### src/verilog/sbbd_pkg.sv
// Operation
// - Addresses F00000H to F3FFFFH decode as system-bus accesses.
// - One decode term drives both bus-size-sixteen and system-bus select.
// - System-bus decoding looks at 8 processor address lines, A25..A18.
// - Bus-size-sixteen returns active on every system-bus cycle; extra terms allowed.
// - System-bus select enables the external controller and arbiter.
// - Two lowest address bits come from the four byte enables.
// - Address latches invert address bits 23..0 onto active-low bus lines.
// - High byte enable is latched with the address as bus high byte.
// - Address is latched every system-bus cycle, holding past command end.
// - Latched address drives bus only while arbiter address enable is active.
// - Inverting data path joins processor data 15..0 to 16 bus lines.
// - Write data is latched; read data is registered every clock, one clock late.
// - On writes, data enable and direction latch the data; arbiter address enable also gates the drive.
// - On reads, the local read strobe enables the transceivers.
// - Memory-mapped I/O regions issue I/O commands instead of memory commands.
// - Wait-state logic times the processor ready input.
// - Transfer acknowledge is synchronised; ready follows within two to three clocks.
// - System-bus ready lasts two clocks, extended by a registered pulse.
// - Phase clock is the processor clock divided by two.
// - Bus status outputs come from cycle type and wait states, three clocks valid.
package sbbd_pkg;
   localparam int ADDR_W = 26;
   localparam logic [7:0] WIN_MATCH = 8'h3C;
   localparam logic [ADDR_W-1:0] IO_BASE_RST = 26'h0F30000;
   localparam logic [ADDR_W-1:0] IO_MASK_RST = 26'h3FF0000;
   localparam int LOCAL_WAITS = 2;
   localparam int ADDR_HOLD_NS = 50;
   localparam int CLK_PERIOD_NS = 10;
   localparam int ADDR_HOLD_CYC = (ADDR_HOLD_NS + CLK_PERIOD_NS - 1) / CLK_PERIOD_NS;

   typedef struct packed {
      logic data_control_n;
      logic memory_io_n;
      logic write_read_n;
   } sbbd_cycle_type;

   typedef struct packed {
      logic ale_n;
      logic data_enable;
      logic direction;
      logic read_n;
   } sbbd_strobe_type;
endpackage

### src/verilog/sbbd_decode.sv
`timescale 1ns/100ps
`default_nettype none
module sbbd_decode #(
   parameter logic [sbbd_pkg::ADDR_W-1:0] IO_BASE = sbbd_pkg::IO_BASE_RST,
   parameter logic [sbbd_pkg::ADDR_W-1:0] IO_MASK = sbbd_pkg::IO_MASK_RST
) (
   // processor address
   input wire logic [sbbd_pkg::ADDR_W-1:2] addr,
   input wire logic [3:0] byte_enables_n,
   input wire logic extra_sixteen,
   // decode results
   output logic sysbus_hit,
   output logic io_region,
   output logic sixteen_hit,
   output logic [1:0] low_address_bits,
   output logic high_byte_enable_n
);
   logic [sbbd_pkg::ADDR_W-1:0] full_addr;

   always_comb begin
      // A25..A18 compared against one term
      sysbus_hit = (addr[25:18] == sbbd_pkg::WIN_MATCH);
      sixteen_hit = sysbus_hit | extra_sixteen;
   end

   always_comb begin
      // lowest enabled byte gives the low bits
      if (!byte_enables_n[0]) begin
         low_address_bits = 2'h0;
      end else if (!byte_enables_n[1]) begin
         low_address_bits = 2'h1;
      end else if (!byte_enables_n[2]) begin
         low_address_bits = 2'h2;
      end else begin
         low_address_bits = 2'h3;
      end
      high_byte_enable_n = byte_enables_n[1] & byte_enables_n[3];
      full_addr = {addr, low_address_bits};
      io_region = sysbus_hit && ((full_addr & IO_MASK) == IO_BASE);
   end
endmodule
`default_nettype wire

### src/verilog/sbbd_bridge.sv
`timescale 1ns/100ps
`default_nettype none
module sbbd_bridge (
   // clock and reset
   input wire logic ref_clk,
   input wire logic rst,
   // processor bus
   input wire logic [sbbd_pkg::ADDR_W-1:2] cpu_addr,
   input wire logic [3:0] byte_enables_n,
   input wire sbbd_pkg::sbbd_cycle_type cycle_type,
   input wire logic cycle_start_n,
   input wire logic extra_sixteen,
   input wire logic [15:0] cpu_data_out,
   output logic [15:0] cpu_data_in,
   output logic cpu_data_oe_n,
   output logic bus_size_sixteen_n,
   output logic ready_n,
   // controller and arbiter
   input wire sbbd_pkg::sbbd_strobe_type strobes,
   input wire logic arbiter_address_enable_n,
   output logic sysbus_select,
   output logic bus_status_zero_n,
   output logic bus_status_one_n,
   output logic io_command,
   output logic phase_clk,
   // system bus
   input wire logic transfer_ack_n,
   output logic [23:0] sysbus_address_n,
   output logic sysbus_address_oe_n,
   output logic sysbus_high_byte_n,
   input wire logic [15:0] sysbus_data_n_in,
   output logic [15:0] sysbus_data_n_out,
   output logic sysbus_data_oe_n
);
   logic hit;
   logic io_hit;
   logic sixteen;
   logic [1:0] low_bits;
   logic hbe_n;
   logic [23:0] addr_q;
   logic hbe_q;
   logic [15:0] wdata_q;
   logic [15:0] rdata_q;
   logic [1:0] ack_sync_q;
   logic async_ready_sync;
   logic ready_extend_pulse;
   logic ready_now_q;
   logic phase_q;
   logic first_wait_state;
   logic second_wait_state;
   logic [2:0] wait_q;
   logic s0_q;
   logic s1_q;
   logic ready_first;

   typedef enum logic [2:0] {
      IDLE = 3'b001,
      LOCAL = 3'b010,
      SYSBUS = 3'b100
   } sbbd_state_type;
   sbbd_state_type state_q;

   // wait-state decode used by the status terms
   function automatic logic at_wait(input sbbd_state_type st, input logic [2:0] w,
                                    input logic [2:0] n);
      return (st != IDLE) && (w == n);
   endfunction

   sbbd_decode u_decode (
      .addr(cpu_addr),
      .byte_enables_n(byte_enables_n),
      .extra_sixteen(extra_sixteen),
      .sysbus_hit(hit),
      .io_region(io_hit),
      .sixteen_hit(sixteen),
      .low_address_bits(low_bits),
      .high_byte_enable_n(hbe_n)
   );

   always_comb begin
      bus_size_sixteen_n = ~sixteen;
      sysbus_select = hit;
      io_command = io_hit && cycle_type.memory_io_n;
      phase_clk = phase_q;
   end

   // divide by two
   always_ff @(posedge ref_clk) begin
      if (rst) begin
         phase_q <= 1'b0;
      end else begin
         phase_q <= ~phase_q;
      end
   end

   // address latch captured on the controller latch strobe
   always_ff @(posedge ref_clk) begin
      if (rst) begin
         addr_q <= 24'h000000;
         hbe_q <= 1'b1;
      end else begin
         if (!strobes.ale_n && hit) begin
            addr_q <= {cpu_addr[23:2], low_bits};
            hbe_q <= hbe_n;
         end
      end
   end

   always_comb begin
      sysbus_address_n = ~addr_q;
      sysbus_high_byte_n = hbe_q;
      sysbus_address_oe_n = arbiter_address_enable_n;
   end

   // data path
   always_ff @(posedge ref_clk) begin
      if (rst) begin
         wdata_q <= 16'h0000;
         rdata_q <= 16'h0000;
      end else begin
         if (strobes.data_enable && strobes.direction) begin
            wdata_q <= ~cpu_data_out;
         end
         rdata_q <= ~sysbus_data_n_in;
      end
   end

   always_comb begin
      sysbus_data_n_out = wdata_q;
      sysbus_data_oe_n = ~(hit && cycle_type.write_read_n && strobes.data_enable
                           && strobes.direction && !arbiter_address_enable_n);
      cpu_data_oe_n = ~(hit && !cycle_type.write_read_n && !strobes.read_n);
      cpu_data_in = rdata_q;
   end

   // acknowledge synchroniser
   always_ff @(posedge ref_clk) begin
      if (rst) begin
         ack_sync_q <= 2'h0;
      end else begin
         ack_sync_q <= {ack_sync_q[0], ~transfer_ack_n};
      end
   end
   assign async_ready_sync = ack_sync_q[1];

   // cycle tracking and wait states
   always_ff @(posedge ref_clk) begin
      if (rst) begin
         state_q <= IDLE;
         wait_q <= 3'h0;
      end else begin
         case (state_q)
            IDLE: begin
               wait_q <= 3'h0;
               if (!cycle_start_n) begin
                  state_q <= hit ? SYSBUS : LOCAL;
               end
            end
            LOCAL: begin
               wait_q <= wait_q + 3'h1;
               if (!ready_n) begin
                  state_q <= IDLE;
               end
            end
            SYSBUS: begin
               if (wait_q != 3'h7) begin
                  wait_q <= wait_q + 3'h1;
               end
               if (ready_extend_pulse) begin
                  state_q <= IDLE;
               end
            end
            default: begin
               state_q <= IDLE;
            end
         endcase
      end
   end

   always_comb begin
      first_wait_state = at_wait(state_q, wait_q, 3'h1);
      second_wait_state = at_wait(state_q, wait_q, 3'h2);
   end

   // first ready clock needs a live system cycle and phase high
   always_comb begin
      ready_first = async_ready_sync && hit && phase_q && state_q == SYSBUS;
   end

   // ready pulse and its one-cycle extension
   always_ff @(posedge ref_clk) begin
      if (rst) begin
         ready_extend_pulse <= 1'b0;
         ready_now_q <= 1'b0;
      end else begin
         ready_extend_pulse <= ready_first && !ready_extend_pulse;
         ready_now_q <= (state_q == LOCAL)
                        && (wait_q == 3'(sbbd_pkg::LOCAL_WAITS - 1));
      end
   end

   always_comb begin
      ready_n = ~((ready_first && !ready_extend_pulse)
                  || (ready_extend_pulse && hit) || ready_now_q);
   end

   // bus status held through three clocks
   always_ff @(posedge ref_clk) begin
      if (rst) begin
         s0_q <= 1'b1;
         s1_q <= 1'b1;
      end else begin
         // local cycles leave the controller status idle
         if ((state_q == IDLE && !cycle_start_n && hit)
             || (first_wait_state && state_q == SYSBUS)) begin
            s0_q <= ~cycle_type.write_read_n;
            s1_q <= cycle_type.write_read_n;
         end else if (second_wait_state || state_q == IDLE) begin
            s0_q <= 1'b1;
            s1_q <= 1'b1;
         end
      end
   end

   always_comb begin
      bus_status_zero_n = s0_q;
      bus_status_one_n = s1_q;
   end

   select_pair_a: assert property (@(posedge ref_clk) disable iff (rst)
      sysbus_select == !bus_size_sixteen_n || extra_sixteen)
      else $error("select and size sixteen disagree");
   window_a: assert property (@(posedge ref_clk) disable iff (rst)
      sysbus_select == (cpu_addr[25:18] == sbbd_pkg::WIN_MATCH))
      else $error("window decode wrong");
   outside_idle_a: assert property (@(posedge ref_clk) disable iff (rst)
      (cpu_addr[25:18] != sbbd_pkg::WIN_MATCH && !extra_sixteen) |-> bus_size_sixteen_n)
      else $error("size sixteen outside window");
   addr_invert_a: assert property (@(posedge ref_clk) disable iff (rst)
      (!strobes.ale_n && hit) |=> sysbus_address_n == ~{$past(cpu_addr[23:2]), $past(low_bits)})
      else $error("address latch wrong");
   addr_enable_a: assert property (@(posedge ref_clk) disable iff (rst)
      sysbus_address_oe_n == arbiter_address_enable_n)
      else $error("address drive without arbiter enable");
   phase_toggle_a: assert property (@(posedge ref_clk) disable iff (rst)
      !$past(rst) |-> phase_clk != $past(phase_clk))
      else $error("phase clock not divided");
   ready_two_a: assert property (@(posedge ref_clk) disable iff (rst)
      ($fell(ready_n) && state_q == SYSBUS) |=> !ready_n)
      else $error("system ready not two clocks");
   ack_ready_a: assert property (@(posedge ref_clk) disable iff (rst)
      ($fell(transfer_ack_n) && state_q == SYSBUS && hit) ##1 (hit && !transfer_ack_n)[*3]
      |-> ##[0:1] !ready_n)
      else $error("ready not within three clocks");
   low_bits_a: assert property (@(posedge ref_clk) disable iff (rst)
      !byte_enables_n[0] |-> low_bits == 2'h0)
      else $error("low address bits wrong");
   read_pass_a: assert property (@(posedge ref_clk) disable iff (rst)
      (hit && !cycle_type.write_read_n && !strobes.read_n) |-> !cpu_data_oe_n)
      else $error("read path not enabled");

   // latch and decode checks
   addr_hold_a: assert property (@(posedge ref_clk) disable iff (rst)
      (strobes.ale_n || !hit) |=> $stable(sysbus_address_n))
      else $error("address moved without latch strobe");
   high_byte_a: assert property (@(posedge ref_clk) disable iff (rst)
      (!strobes.ale_n && hit) |=>
         sysbus_high_byte_n == $past(byte_enables_n[1] & byte_enables_n[3]))
      else $error("high byte latch wrong");
   io_inside_a: assert property (@(posedge ref_clk) disable iff (rst)
      io_command |-> sysbus_select)
      else $error("io command outside window");

   // data path checks
   data_latch_a: assert property (@(posedge ref_clk) disable iff (rst)
      (strobes.data_enable && strobes.direction) |=> sysbus_data_n_out == ~$past(cpu_data_out))
      else $error("write data not latched");
   read_data_a: assert property (@(posedge ref_clk) disable iff (rst)
      !$past(rst) |-> cpu_data_in == ~$past(sysbus_data_n_in))
      else $error("read data not passed");
   write_oe_a: assert property (@(posedge ref_clk) disable iff (rst)
      !sysbus_data_oe_n |-> strobes.data_enable && !arbiter_address_enable_n)
      else $error("write drive without data enable");
   read_oe_a: assert property (@(posedge ref_clk) disable iff (rst)
      !cpu_data_oe_n |-> !strobes.read_n && !cycle_type.write_read_n)
      else $error("read drive without read strobe");

   // timing checks
   ack_sync_a: assert property (@(posedge ref_clk) disable iff (rst)
      (!transfer_ack_n ##1 !transfer_ack_n) |=> async_ready_sync)
      else $error("acknowledge not synchronised");
   local_ready_a: assert property (@(posedge ref_clk) disable iff (rst)
      $rose(state_q == LOCAL) |-> ##2 !ready_n)
      else $error("local ready late");

   // status checks
   status_zero_a: assert property (@(posedge ref_clk) disable iff (rst)
      $fell(bus_status_zero_n) |=> !bus_status_zero_n)
      else $error("status zero not two clocks");
   status_one_a: assert property (@(posedge ref_clk) disable iff (rst)
      $fell(bus_status_one_n) |=> !bus_status_one_n)
      else $error("status one not two clocks");
   local_status_a: assert property (@(posedge ref_clk) disable iff (rst)
      (state_q == LOCAL) |-> bus_status_zero_n && bus_status_one_n)
      else $error("status active on local cycle");
endmodule
`default_nettype wire

### config.mk
export PLATFORM = sky130hd
export DESIGN_NAME = sbbd_bridge
export DESIGN_NICKNAME = d
export VERILOG_FILES = /design/src/verilog/sbbd_pkg.sv /design/src/verilog/sbbd_decode.sv /design/src/verilog/sbbd_bridge.sv
export SDC_FILE = /design/constraint.sdc
export NUM_CORES = 1
export LEC_CHECK = 0
export BUFFER_PORTS_ARGS = -buffer_cell sky130_fd_sc_hd__clkbuf_2
export CORE_MARGIN = 2
export CORE_UTILIZATION = 26
export CTS_CLUSTER_DIAMETER = 100
export CTS_CLUSTER_SIZE = 8
export DETAILED_ROUTE_END_ITERATION = 6
export PLACE_DENSITY = 0.49
export SLEW_MARGIN = 10
export SYNTH_ARGS = -nofsm -noshare
export SYNTH_HDL_FRONTEND = slang
export SYNTH_HIERARCHICAL = 1
export SYNTH_SLANG_ARGS = --single-unit
### constraint.sdc
create_clock -name ref_clk -period 5.15 [get_ports ref_clk]
set_clock_uncertainty 0.2 [all_clocks]
set_input_delay 0 -clock ref_clk [delete_from_list [all_inputs] [get_ports ref_clk]]
set_output_delay 0 -clock ref_clk [all_outputs]
set_load 0.01 [all_outputs]
* Word-level counts from Yosys, hierarchy flattened *
Cells that the tools add are included.

storage, ports and cells
  register bits = 70
  output and inout bits = 67
  logic and storage cells = 86

operators by class
  $add $sub $neg = 1
  equality and inequality tests = 13
  mux-type cells = 13
  bitwise gates (word level) = 12
  reduce and logical (&&, ||, !) cells = 35

operators with widths
  operator                                               number
  inverter 16 bit                                        2
  inverter 24 bit                                        1
  logical AND 1 bit                                      21
  case mux 3 bit (3 select lines)                        2
  2-to-1 mux 3 bit                                       5
  == test 10 x 8 -> 1 bit, second input constant         1
  == test 8 x 6 -> 1 bit, second input constant          1
  inequality test 2 bit, second input constant           4
  inverter 1 bit                                         7
  == test 3 x 1 -> 1 bit, second input constant          2
  == test 3 x 2 -> 1 bit, second input constant          2
  zero test 1 bit                                        6
  logical OR 1 bit                                       4
  2-to-1 mux 1 bit                                       4
  2-to-1 mux 2 bit                                       2
  adder 3 x 1 -> 3 bit, second input constant            1
  == test 3 bit, second input constant                   1
  inequality test 3 x 1 -> 1 bit, second input constant  1
  inequality test 3 bit, second input constant           1
  AND reduction 3 bit                                    1
  nonzero test 3 bit                                     1
  AND reduction 2 bit                                    1
  nonzero test 2 bit                                     1
  bitwise AND 1 bit                                      1
  OR 1 bit                                               1

* Logic depth before layout (Yosys ltp) *
Gate-level depths: netlist (run 1).

  word-level depth = 9
  mapped depth = 8
  depth with buffers taken out = 5

* Hierarchy *
Netlist (run 1), hierarchy kept.

by module, submodules not included
  module       times used  cells each  area each (um^2)  seq. area each (um^2)
  sbbd_bridge  1           302         2583.7            1401.3
  sbbd_decode  1           10          71.3              0.0

* Worst setup path before layout (run 1) *
Ideal clock, no wire load.

  path type = reg-to-reg
  start = register wait_q[1]
  end = register wait_q[0]
  setup time = 116 ps
  arrival = 1485 ps
  required time = 4834 ps
  slack = 3348 ps
  cell stages (with the launch flop) = 6
  buffers on the path = 0
  path through = dfxtp_1 > ha_1 > ha_1 > or3b_4 > a211o_1 > and4_1

between the ends
  longest elaborated chain between the ends = 3

RTL lines
  what                             line                text
  from (decl)                      sbbd_bridge.sv:51   logic [2:0] wait_q;
  from (signal assigned)           sbbd_bridge.sv:160  wait_q <= wait_q + 3'h1;
  from (signal assigned)           sbbd_bridge.sv:167  wait_q <= wait_q + 3'h1;
  inequality test 3 bit            sbbd_bridge.sv:166  if (wait_q != 3'h7) begin
  inequality test 2 bit (no line)  -
  AND reduction 2 bit (no line)    -

No other way between the ends.
A chain may end at the register's enable or synchronous reset.

* Worst setup path after layout (run 1) *
  start = input cpu_addr[19] (netlist name)
  end = register addr_q[9]

between the ends
  longest elaborated chain between the ends = 2

RTL lines
  what                    line                text
  from (decl)             sbbd_bridge.sv:8    input wire logic [sbbd_pkg::ADDR_W-1:2] cpu_addr,
  == test 8 x 6 -> 1 bit  sbbd_decode.sv:22   sysbus_hit = (addr[25:18] == sbbd_pkg::WIN_MATCH);
  logical AND 1 bit       sbbd_bridge.sv:102  if (!strobes.ale_n && hit) begin
  to (signal assigned)    sbbd_bridge.sv:103  addr_q <= {cpu_addr[23:2], low_bits};
  to (decl)               sbbd_bridge.sv:40   logic [23:0] addr_q;

No other way between the ends.

==> metrics.txt, run 1 <==
total global-route track usage=14.1%; row cnt=36; final total power=1.15 mW; first-pass GRT wire length=12500 um; Post-Route WL=7830 um; # fillers=973; reg2reg path depth=5; Hold Crit Depth=2; WP data arrival=3.49 ns; Routed Antenna Nets=0; CTS root buf=clkbuf_8; post-synthesis sequential area ratio=52.8%; vias per inst=4.24; Synth top area share=52.8%; number of flops mapped to enable cells by yosys=0; worst r2r dst=wait_q[0]; Iter 0 DRT Violations=70; crit-path max FO=25; Syn-to-layout area delta=68.7%; critical path class=in2reg; dpl ws=2.49 ns; Initial Utilization=26.9%; largest net degree at the start of global routing=67; Post-Syn Area per Cell=8.51 um2; cell area after synthesis=2660 um2; H-Tree Level Count=3; outcome=completed; dominant cells by area after synthesis=dfxtp_1 53%, nand2_1 7.4%, a211oi_1 5.9%; Setup TNS=0 ns; IO Port Bufs=138; drt pass-1 iters=4; Final Hold Viols=0; setup violators final=0; CP Capture Type=flop; IO Pins=140; initial antenna violation count=0; wire per inst=11.8 um; cell taking the most area after synthesis=dfxtp_1; # DRC=0; Synth Flop Type=dfxtp_1; total gr overflow=0; fin crit period=3.43 ns; unrepaired setup endpoints after global routing=false; Cells after Synth=312; slew margin rel.=30.2%; GPL Wtd Cong=0.722; Nets=603; vias in the first global route=2720; Least-Margin Pin Slew=1.05 ns; Synthesized Nets=389; Max Fclk=0.291 GHz; number of synthesized register bits=70; most frequent CP cell=dlygate4sd3_1; Clock Latency Late Sink=0.33 ns; crit-path cells=dlygate4sd3_1 -> clkbuf_2 -> nand4bb_1 -> nor2_1 -> nor2b_2 -> nand2_1 -> dlygate4sd3_1 -> a21oi_1; die area=11000 um2; HPWL after DPL=4810 um; Die Y=105 um; clk sink count=70; number of synthesis warnings=6; Crit-path slowest cell=nor2b_2; Worst EP required=5.21 ns; Slew Viols, Final=0; Die X=105 um; maximum clock path buffer count=2; hold path start=arbiter_address_enable_n; Peak VDD IR=105 uV; worst min path class=in2out; layout cells sized above 1=30.3%; async set or reset register ratio after synthesis=0%; Worst Hold End=sysbus_address_oe_n; P per Cell Area=256 nW/um2; Worst setup SP type=input port; CTS tree=yes; R2R Setup Slk=3.25 ns; cts bufs inserted=9; Max Cap Violations=0; fin crit share=66.7%; Core Region=9860 um2; static leakage=1.83 nW; Worst path max stage delay=0.96 ns; Final WS setup=1.72 ns; Antenna Cells=0; via count=2813; Synth cell types=37; RR Startpoint=wait_q[1]; clk slew on worst S/H paths=0.08 ns
cells in the final DEF (no fill, tap or decap), types with 2 or more instances in the layout:
| master | Yosys | final |
|---|---|---|
| o21ai_0 | 4 | 4 |
| nand4bb_1 | 2 | 2 |
| dlygate4sd3_1 | 0 | 86 |
| ha_1 | 4 | 4 |
| or3b_4 | 2 | 2 |
| and2_1 | 4 | 4 |
| nor4b_1 | 2 | 2 |
| nand2b_1 | 4 | 4 |
| dfxtp_1 | 70 | 70 |
| nor3_1 | 3 | 3 |
| nand3_1 | 3 | 3 |
| o22a_1 | 2 | 2 |
| nand2_1 | 52 | 52 |
| o21a_1 | 2 | 2 |
| clkbuf_8 | 0 | 10 |
| nor2_1 | 37 | 37 |
| a211oi_1 | 21 | 21 |
| nor2b_1 | 4 | 3 |
| inv_1 | 30 | 30 |
| a21oi_1 | 28 | 28 |
| and3_1 | 2 | 2 |
| nor3b_1 | 2 | 2 |
| clkinvlp_4 | 0 | 2 |
| clkbuf_2 | 0 | 138 |
metal layers:
| layer | track usage (%) | vias to the layer above | routed length, um |
|---|---|---|---|
| met3 | 4.43 | 6 | 460 |
| li1 | - | 1443 | - |
| met1 | 16.5 | 1265 | 3450 |
| met4 | 4.57 | 0 | 81 |
| met5 | 0 | - | 0 |
| met2 | 24.3 | 99 | 3840 |
cell usage after synthesis, types with 2 or more instances:
library cell and instances:
a211oi_1 21, a21oi_1 28, and2_1 4, and3_1 2, buf_1 3, buf_2 8, clkbuf_1 9, dfxtp_1 70
ha_1 4, inv_1 30, nand2_1 52, nand2b_1 4, nand3_1 3, nand4bb_1 2, nor2_1 37, nor2b_1 4
nor3_1 3, nor3b_1 2, nor4b_1 2, o21a_1 2, o21ai_0 4, o22a_1 2, or3b_4 2
sequential cells by signal, summed over array words and instances, names as in the netlist, 2 cells and up:
register / flops
ack_sync_q: 2
cpu_data_in: 16
wait_q: 3
addr_q: 24
sysbus_data_n_out: 16
state_q: 3
worst max-delay path, delay by kind of cell:
kind | cells | cell delay [ns]
and+or+nand+nor | 4 | 2.07
buffers and inverters | 3 | 1.27
AOI/OAI and AO/OA | 1 | 0.15
through the flow:
step	util, %	instance area [um2]	hold WS, ns	std cells
finish	45.4	4480	0.00464	664
detailed placement	34.7	3420	-0.0471	562
global placement	34.7	3420	-0.0477	562
global route	45.4	4480	0.0182	664
floorplan	-	2660	-0.133	312
CTS	45.4	4480	0.00930	664
cells by family after synthesis:
kind of cell	synth area share, %
AND/OR/NAND/NOR	21.9
adder cells (fa/ha/maj)	1.89
flip-flops	52.8
AO/OA/AOI/OAI	15.3
buffers and inverters	8.15
how the worst max path moves through the flow:
stage	slack [ns]	cells after the start	endpoint	startpoint
final	1.72	8	addr_q[9]	cpu_addr[19]
after global routing	1.49	8	addr_q[9]	cpu_addr[19]
after CTS	1.79	8	addr_q[5]	cpu_addr[18]
after detailed placement	2.49	6	addr_q[5]	cpu_addr[24]
after global placement	2.54	6	addr_q[16]	cpu_addr[24]
after floorplan	3.35	5	wait_q[0]	wait_q[1]
repair_timing:
item	in CTS	in global routing
buffers inserted	0	0
gates resized for setup	0	0
endpoints found under the hold margin	63	0
hold buffers	86	0
power by group:
group          total, mW  switching (mW)  leakage (nW)  internal, mW
clock network      0.444           0.207        0.0955         0.237
logic              0.134          0.0578          1.16        0.0761
registers          0.571          0.0116         0.573         0.559
area by class of cell:
class / count / area, um2 / area share, %
Clock buffer: 11 / 141 / 3.16
Clock inverter: 5 / 58.8 / 1.31
Inverter: 30 / 113 / 2.51
Multi-Input combinational cell: 190 / 1040 / 23.2
Sequential cell: 70 / 1400 / 31.3
Tap cell: 133 / 166 / 3.72
Timing Repair Buffer: 225 / 1560 / 34.8
Power figures use the tool's default switching activity.
==> run 2: changes to the inputs <==
--- a/config.mk
+++ b/config.mk
@@ -11,7 +11,7 @@
 export CTS_CLUSTER_DIAMETER = 100
 export CTS_CLUSTER_SIZE = 8
 export DETAILED_ROUTE_END_ITERATION = 6
-export PLACE_DENSITY = 0.49
+export PLACE_DENSITY = 0.51
 export SLEW_MARGIN = 10
 export SYNTH_ARGS = -nofsm -noshare
 export SYNTH_HDL_FRONTEND = slang
==> constraint.sdc (replaced) <==
create_clock -name ref_clk -period 2.8 [get_ports ref_clk]
set_clock_uncertainty 0.2 [all_clocks]
set_input_delay 0 -clock ref_clk [delete_from_list [all_inputs] [get_ports ref_clk]]
set_output_delay 0 -clock ref_clk [all_outputs]
set_load 0.01 [all_outputs]
==> run 2 against run 1 <==
Compared with the run above: routed wire length shrank 4.9%; sequential power grew 84%; utilization is 0.93 points lower; final cell count down 1.8%; total power rose by 96%; largest cell class unchanged; highest routed layer unchanged.
==> metrics.txt, run 2 (synthesized netlist as in run 1, its figures left out) <==
outcome=completed (unchanged); critical path class=in2reg (unchanged); DP Cell Count=564 (was 562); Setup TNS=0 ns (unchanged); Clock Latency Late Sink=0.34 ns (was 0.33 ns); clk slew on worst S/H paths=0.08 ns (about the same); first-pass GRT wire length=12400 um (was 12500 um); CP Capture Type=flop (unchanged); max reg flops=24 (unchanged); setup violators final=0 (unchanged); Worst EP required=2.87 ns (was 5.21 ns); fin cells=652 (was 664); cts bufs inserted=9 (unchanged); Final Util=44.5% (was 45.4%); crit-path max FO=11 (was 25); GPL Wtd Cong=0.719 (was 0.722); Max Cap Violations=0 (unchanged); Core Region=9860 um2 (unchanged); post-CTS setup buffers=0 (unchanged); worst min path class=in2out (unchanged); Iter 0 DRT Violations=54 (was 70); largest net degree at the start of global routing=36 (was 67); CTS root buf=clkbuf_8 (unchanged); IO Pins=140 (unchanged); maximum clock path buffer count=2 (unchanged); CTS tree=yes (unchanged); IO Port Bufs=138 (unchanged); Initial Utilization=26.9% (unchanged); total global-route track usage=13.9% (was 14.1%); # DRC=0 (unchanged); row cnt=36 (unchanged); Final Hold Viols=0 (unchanged); fin crit share=84.2%; Syn-to-layout area delta=65.3% (was 68.7%); Routed Antenna Nets=0 (unchanged); via count=2743 (was 2813); Die Y=105 um (unchanged); Least-Margin Pin Slew=1.05 ns (about the same); total gr overflow=0 (unchanged); Die X=105 um (unchanged); slew margin rel.=30.2% (about the same); static leakage=1.84 nW (was 1.83 nW); Nets=590 (was 603); Top reg by flops=addr_q (unchanged); most common cell after layout, fill and taps aside=clkbuf_2 (unchanged); fin crit period=2.36 ns; vias per inst=4.21 (was 4.24); most frequent cells in the layout=138 x clkbuf_2, 71 x dlygate4sd3_1, 70 x dfxtp_1 (was 138 x clkbuf_2, 86 x dlygate4sd3_1, 70 x dfxtp_1); die area=11000 um2 (unchanged); Peak VDD IR=223 uV (was 105 uV); layout cells sized above 1=31.7% (was 30.3%); HPWL after DPL=4870 um (was 4810 um); drt pass-1 iters=4 (unchanged); # fillers=966 (was 973); Slew Viols, Final=0 (unchanged); P per Cell Area=514 nW/um2 (was 256 nW/um2); unrepaired setup endpoints after global routing=false (unchanged); H-Tree Level Count=3 (unchanged); Worst setup SP type=input port (unchanged); post-cts resize count=0 (unchanged); initial antenna violation count=0 (unchanged); Max Fclk=0.424 GHz; Post-Route WL=7450 um (was 7830 um); WP data arrival=2.43 ns (was 3.49 ns); vias in the first global route=2740 (was 2720); wire per inst=11.4 um (was 11.8 um); clk sink count=70 (unchanged)
run 2: path summary, 6_finish.rpt:
check,depth (start not counted),endpoint,start,slack [ns]
setup reg to reg,5,wait_q[0],wait_q[1],0.91
hold reg to reg,1,ack_sync_q[1],ack_sync_q[0],0.24
setup / recovery,9,addr_q[10],cpu_addr[18],0.44
hold / removal,2,sysbus_address_oe_n,arbiter_address_enable_n,0.004
run 2: final cells by class:
type                       count  area [um2]  area share, %
antenna                        1        2.50         0.0570
clock buffer                  12         165           3.76
clock inverter                 4        76.3           1.74
inverter                      30         113           2.57
multi-input combinational    190        1040           23.7
sequential                    70        1400           31.9
tap                          133         166           3.79
timing repair buffer         212        1420           32.4
run 2: power breakdown:
group          total (mW)  internal, mW  switching, mW
registers            1.05          1.03         0.0210
logic               0.244         0.140          0.104
clock network       0.960         0.578          0.382
total                2.25          1.75          0.508
run 2: repair_timing:
action | in CTS | in global routing
hold endpoints to repair | 63 | 0
endpoints found under the setup margin | 0 | 0
hold buffers | 71 | 0
run 2: through the flow:
stage / total power [mW] / cell area (um2) / setup WS [ns] / hold WS [ns]
5_1_grt: 2.37 / 4390 / 0.262 / 0.0156
2_1_floorplan: 1.15 / 2660 / 0.998 / -0.133
3_3_place_gp: 1.25 / 3430 / 0.832 / -0.0477
6_report: 2.25 / 4390 / 0.442 / 0.00367
4_1_cts: 2.30 / 4390 / 0.436 / 0.00506
3_5_place_dp: 1.25 / 3430 / 0.821 / -0.0454
run 2: metal layers:
metal  GRT usage, %  part of all wire [%]  up-vias
li1               -                     -     1424
met1           15.4                    42     1213
met2           24.1                    48       96
met3           5.43                   7.7       10
met4           5.24                   1.4        0
met5              0                     0        -
run 2: worst max-delay path: stages:
cell           delay, ns
dlygate4sd3_1       0.53
clkbuf_2            0.11
nand4bb_1           0.24
nor2_1              0.12
buf_4               0.20
nor2b_2             0.44
nand2_1             0.09
dlygate4sd3_1       0.56
a21oi_1             0.13
==> run 3: changes to the inputs <==
--- a/config.mk
+++ b/config.mk
@@ -5,6 +5,7 @@
 export SDC_FILE = /design/constraint.sdc
 export NUM_CORES = 1
 export LEC_CHECK = 0
+export ABC_AREA = 1
 export BUFFER_PORTS_ARGS = -buffer_cell sky130_fd_sc_hd__clkbuf_2
 export CORE_MARGIN = 2
 export CORE_UTILIZATION = 26
==> constraint.sdc (replaced) <==
create_clock -name ref_clk -period 2 [get_ports ref_clk]
set_clock_uncertainty 0.2 [all_clocks]
set_input_delay 0 -clock ref_clk [delete_from_list [all_inputs] [get_ports ref_clk]]
set_output_delay 0 -clock ref_clk [all_outputs]
set_load 0.01 [all_outputs]
==> run 3 against run 2 <==
Compared with the run above: routed wire length up 3.6%; final cell count rose by 4.1%; flip-flop and latch count did not move; synthesized cell count grew 4.2%; clock-buffer cell count shrank 1; register-to-register slack got worse by 0.37 ns; clock power is 17% higher; die area decreased by 1.7%; non-clock buffer count grew 10; critical path type unchanged; largest cell class unchanged; highest routed layer unchanged.
==> metrics.txt, run 3 <==
HPWL after DPL=4800 um (was 4870 um); Routed Antenna Nets=0 (unchanged); number of synthesis warnings=6 (unchanged); # DRC=0 (unchanged); post-synthesis sequential area ratio=53.7% (was 52.8%); initial antenna violation count=0 (unchanged); wire per inst=11.4 um (about the same); CTS root buf=clkbuf_8 (unchanged); vias in the first global route=2780 (was 2740); IO Pins=140 (unchanged); worst min path class=in2out (unchanged); row cnt=36 (unchanged); clk sink count=70 (unchanged); Synthesized Nets=402 (was 389); crit path buf inv count=5 (was 4); die area=10800 um2 (was 11000 um2); Slew Viols, Final=0 (unchanged); DP Cell Count=582 (was 564); slew margin rel.=61.0% (was 30.2%); Initial Utilization=26.7% (was 26.9%); CP Capture Type=flop (unchanged); Worst setup SP type=input port (unchanged); fin cells=679 (was 652); Syn-to-layout area delta=68.6% (was 65.3%); Synth cell types=25 (was 37); post-CTS setup buffers=0 (unchanged); critical path class=in2reg (unchanged); Commonest cells post-synth=70 x dfxtp_1, 49 x inv_1, 43 x a21oi_1, 37 x o21ai_0, 35 x nand2_1 (was 70 x dfxtp_1, 52 x nand2_1, 37 x nor2_1, 30 x inv_1, 28 x a21oi_1); drt pass-1 iters=4 (unchanged); GPL Wtd Cong=0.800 (was 0.719); first-pass GRT wire length=12900 um (was 12400 um); layout cells sized above 1=31.1% (was 31.7%); total global-route track usage=14.6% (was 13.9%); Final Hold Viols=0 (unchanged); Cells after Synth=325 (was 312); Nets=619 (was 590); register area=1400 um2 (unchanged); Iter 0 DRT Violations=108 (was 54); Max Cap Violations=0 (unchanged); multi-input logic area=903 um2 (was 1040 um2); Reg power frac=47.4% (was 46.6%); Clock Latency Late Sink=0.33 ns (was 0.34 ns); crit-path cells=dlygate4sd3_1 -> clkbuf_2 -> nand2_1 -> nor2_2 -> nand2_2 -> inv_2 -> inv_2 -> nor2_4 -> inv_4 -> o21ai_0 -> a21oi_1 (was dlygate4sd3_1 -> clkbuf_2 -> nand4bb_1 -> nor2_1 -> buf_4 -> nor2b_2 -> nand2_1 -> dlygate4sd3_1 -> a21oi_1); Worst EP required=2.00 ns (was 2.87 ns); Comb power frac=17.4% (was 10.8%); fin crit period=1.75 ns; Worst path max stage delay=0.55 ns (was 0.56 ns); Die Y=104 um (was 105 um); count leader, synth=dfxtp_1 (unchanged); IO Port Bufs=138 (unchanged); Peak VDD IR=319 uV (was 223 uV); number of synthesized register bits=70 (unchanged); Setup TNS=0 ns (unchanged); dominant cells by area after synthesis=dfxtp_1 54%, a21oi_1 8.3%, o21ai_0 7.1% (was dfxtp_1 53%, nand2_1 7.4%, a211oi_1 5.9%); Synth Flop Type=dfxtp_1 (unchanged); P per Cell Area=725 nW/um2 (was 514 nW/um2); Crit-path slowest cell=dlygate4sd3_1 (unchanged); via count=2801 (was 2743); hold_ws=0.0213 ns (was 0.00367 ns); Least-Margin Pin Slew=0.584 ns (was 1.05 ns); Int Pwr=2.35 mW (was 1.75 mW); setup violators final=0 (unchanged); switching share of total power=26.4% (was 22.5%); CP top delay family=buffers and inverters (unchanged); maximum clock path buffer count=2 (unchanged); Clk pwr share=35.2% (was 42.6%); largest net degree at the start of global routing=50 (was 36); Antenna Cells=0 (was 1); crit-path max FO=49 (was 11); total gr overflow=0 (unchanged); cts bufs inserted=9 (unchanged); Core Region=9770 um2 (was 9860 um2); switching power=0.843 mW (was 0.508 mW); Synth top area share=53.7% (was 52.8%); # fillers=967 (was 966); most frequent cells in the layout=138 x clkbuf_2, 82 x dlygate4sd3_1, 70 x dfxtp_1 (was 138 x clkbuf_2, 71 x dlygate4sd3_1, 70 x dfxtp_1); number of flops mapped to enable cells by yosys=0 (unchanged); most frequent CP cell=inv_2 (was dlygate4sd3_1); async set or reset register ratio after synthesis=0% (unchanged); Top reg by flops=addr_q (unchanged); fin crit share=87.3%; CTS tree=yes (unchanged); H-Tree Level Count=3 (unchanged); clk slew on worst S/H paths=0.06 ns (was 0.08 ns); Die X=104 um (was 105 um); outcome=completed (unchanged); cell area after synthesis=2610 um2 (was 2660 um2); static leakage=2.12 nW (was 1.84 nW); Max Fclk=0.573 GHz; vias per inst=4.13 (was 4.21); max reg flops=24 (unchanged); cell taking the most area after synthesis=dfxtp_1 (unchanged); Post-Route WL=7720 um (was 7450 um); unrepaired setup endpoints after global routing=false (unchanged); WP data arrival=1.75 ns (was 2.43 ns); most common cell after layout, fill and taps aside=clkbuf_2 (unchanged); Post-Syn Area per Cell=8.02 um2 (was 8.51 um2)
## run 3: cell types whose count changed in the layout (fill, tap and decap cells not counted), sizes merged, moves of 12 or more
cell,before,now
a21oi,28,43
inv,31,54
a211oi,21,0
nand2,52,37
nand3,3,15
o21ai,4,43
## run 3: worst reg2reg max path: cells and delay by family (launching register included)
family / cells / cell delay (ns)
buffers and inverters: 1 / 0.07
AOI/OAI and AO/OA: 1 / 0.18
adders and majority gates: 1 / 0.19
DFF: 1 / 0.36
and+or+nand+nor: 5 / 0.34
## run 3: repair_timing
action                                 4_1_cts  5_1_grt
resized for setup                            0        3
hold buffers                                82        1
setup endpoints to repair                    0       25
endpoints found under the hold margin       69        1
## run 3: routing by layer
layer / part of all wire [%] / track usage, % / vias to the layer above
met2: 46 / 24.2 / 101
met3: 7.3 / 5.39 / 8
met5: 0 / 0 / -
met4: 1.3 / 4.54 / 0
met1: 45 / 17.5 / 1227
li1: - / - / 1465
## run 3: worst paths after layout
path	start	to	slack [ns]	cells after the start
setup / recovery	cpu_addr[22]	addr_q[6]	0.25	11
hold / removal	arbiter_address_enable_n	sysbus_address_oe_n	0.02	2
setup reg to reg	wait_q[1]	bus_status_one_n	0.54	8
hold reg to reg	ack_sync_q[0]	ack_sync_q[1]	0.21	2
## run 3: power groups by stage
stage	clock [mW]	combinational, mW	sequential [mW]
2_1_floorplan	0	0.245	1.55
3_3_place_gp	0	0.420	1.54
3_5_place_dp	0	0.426	1.54
4_1_cts	1.17	0.550	1.51
5_1_grt	1.24	0.631	1.52
6_report	1.12	0.556	1.51
## run 3: layout make-up
cell class	instances	area share [%]
Clock buffer	11	3.22
Clock inverter	4	1.08
Inverter	55	4.78
Multi-Input combinational cell	184	20.5
Sequential cell	70	31.9
Tap cell	133	3.78
Timing Repair Buffer	222	34.7
## run 3: per-stage QoR
stage / cell area (um2) / utilization (%) / setup WS (ns) / total power, mW
2_1_floorplan: 2610 / - / 0.684 / 1.80
3_3_place_gp: 3380 / 34.6 / 0.290 / 1.96
3_5_place_dp: 3380 / 34.6 / 0.219 / 1.97
4_1_cts: 4390 / 45.0 / 0.0338 / 3.23
5_1_grt: 4400 / 45.0 / 0.0821 / 3.39
6_report: 4400 / 45.0 / 0.254 / 3.19
## run 3: cell families after synthesis
family	synth area share [%]
adder cells (fa/ha/maj)	1.92
buffers and inverters	11.6
AO/OA/AOI/OAI	17.1
AND/OR/NAND/NOR	15.6
flip-flops	53.7
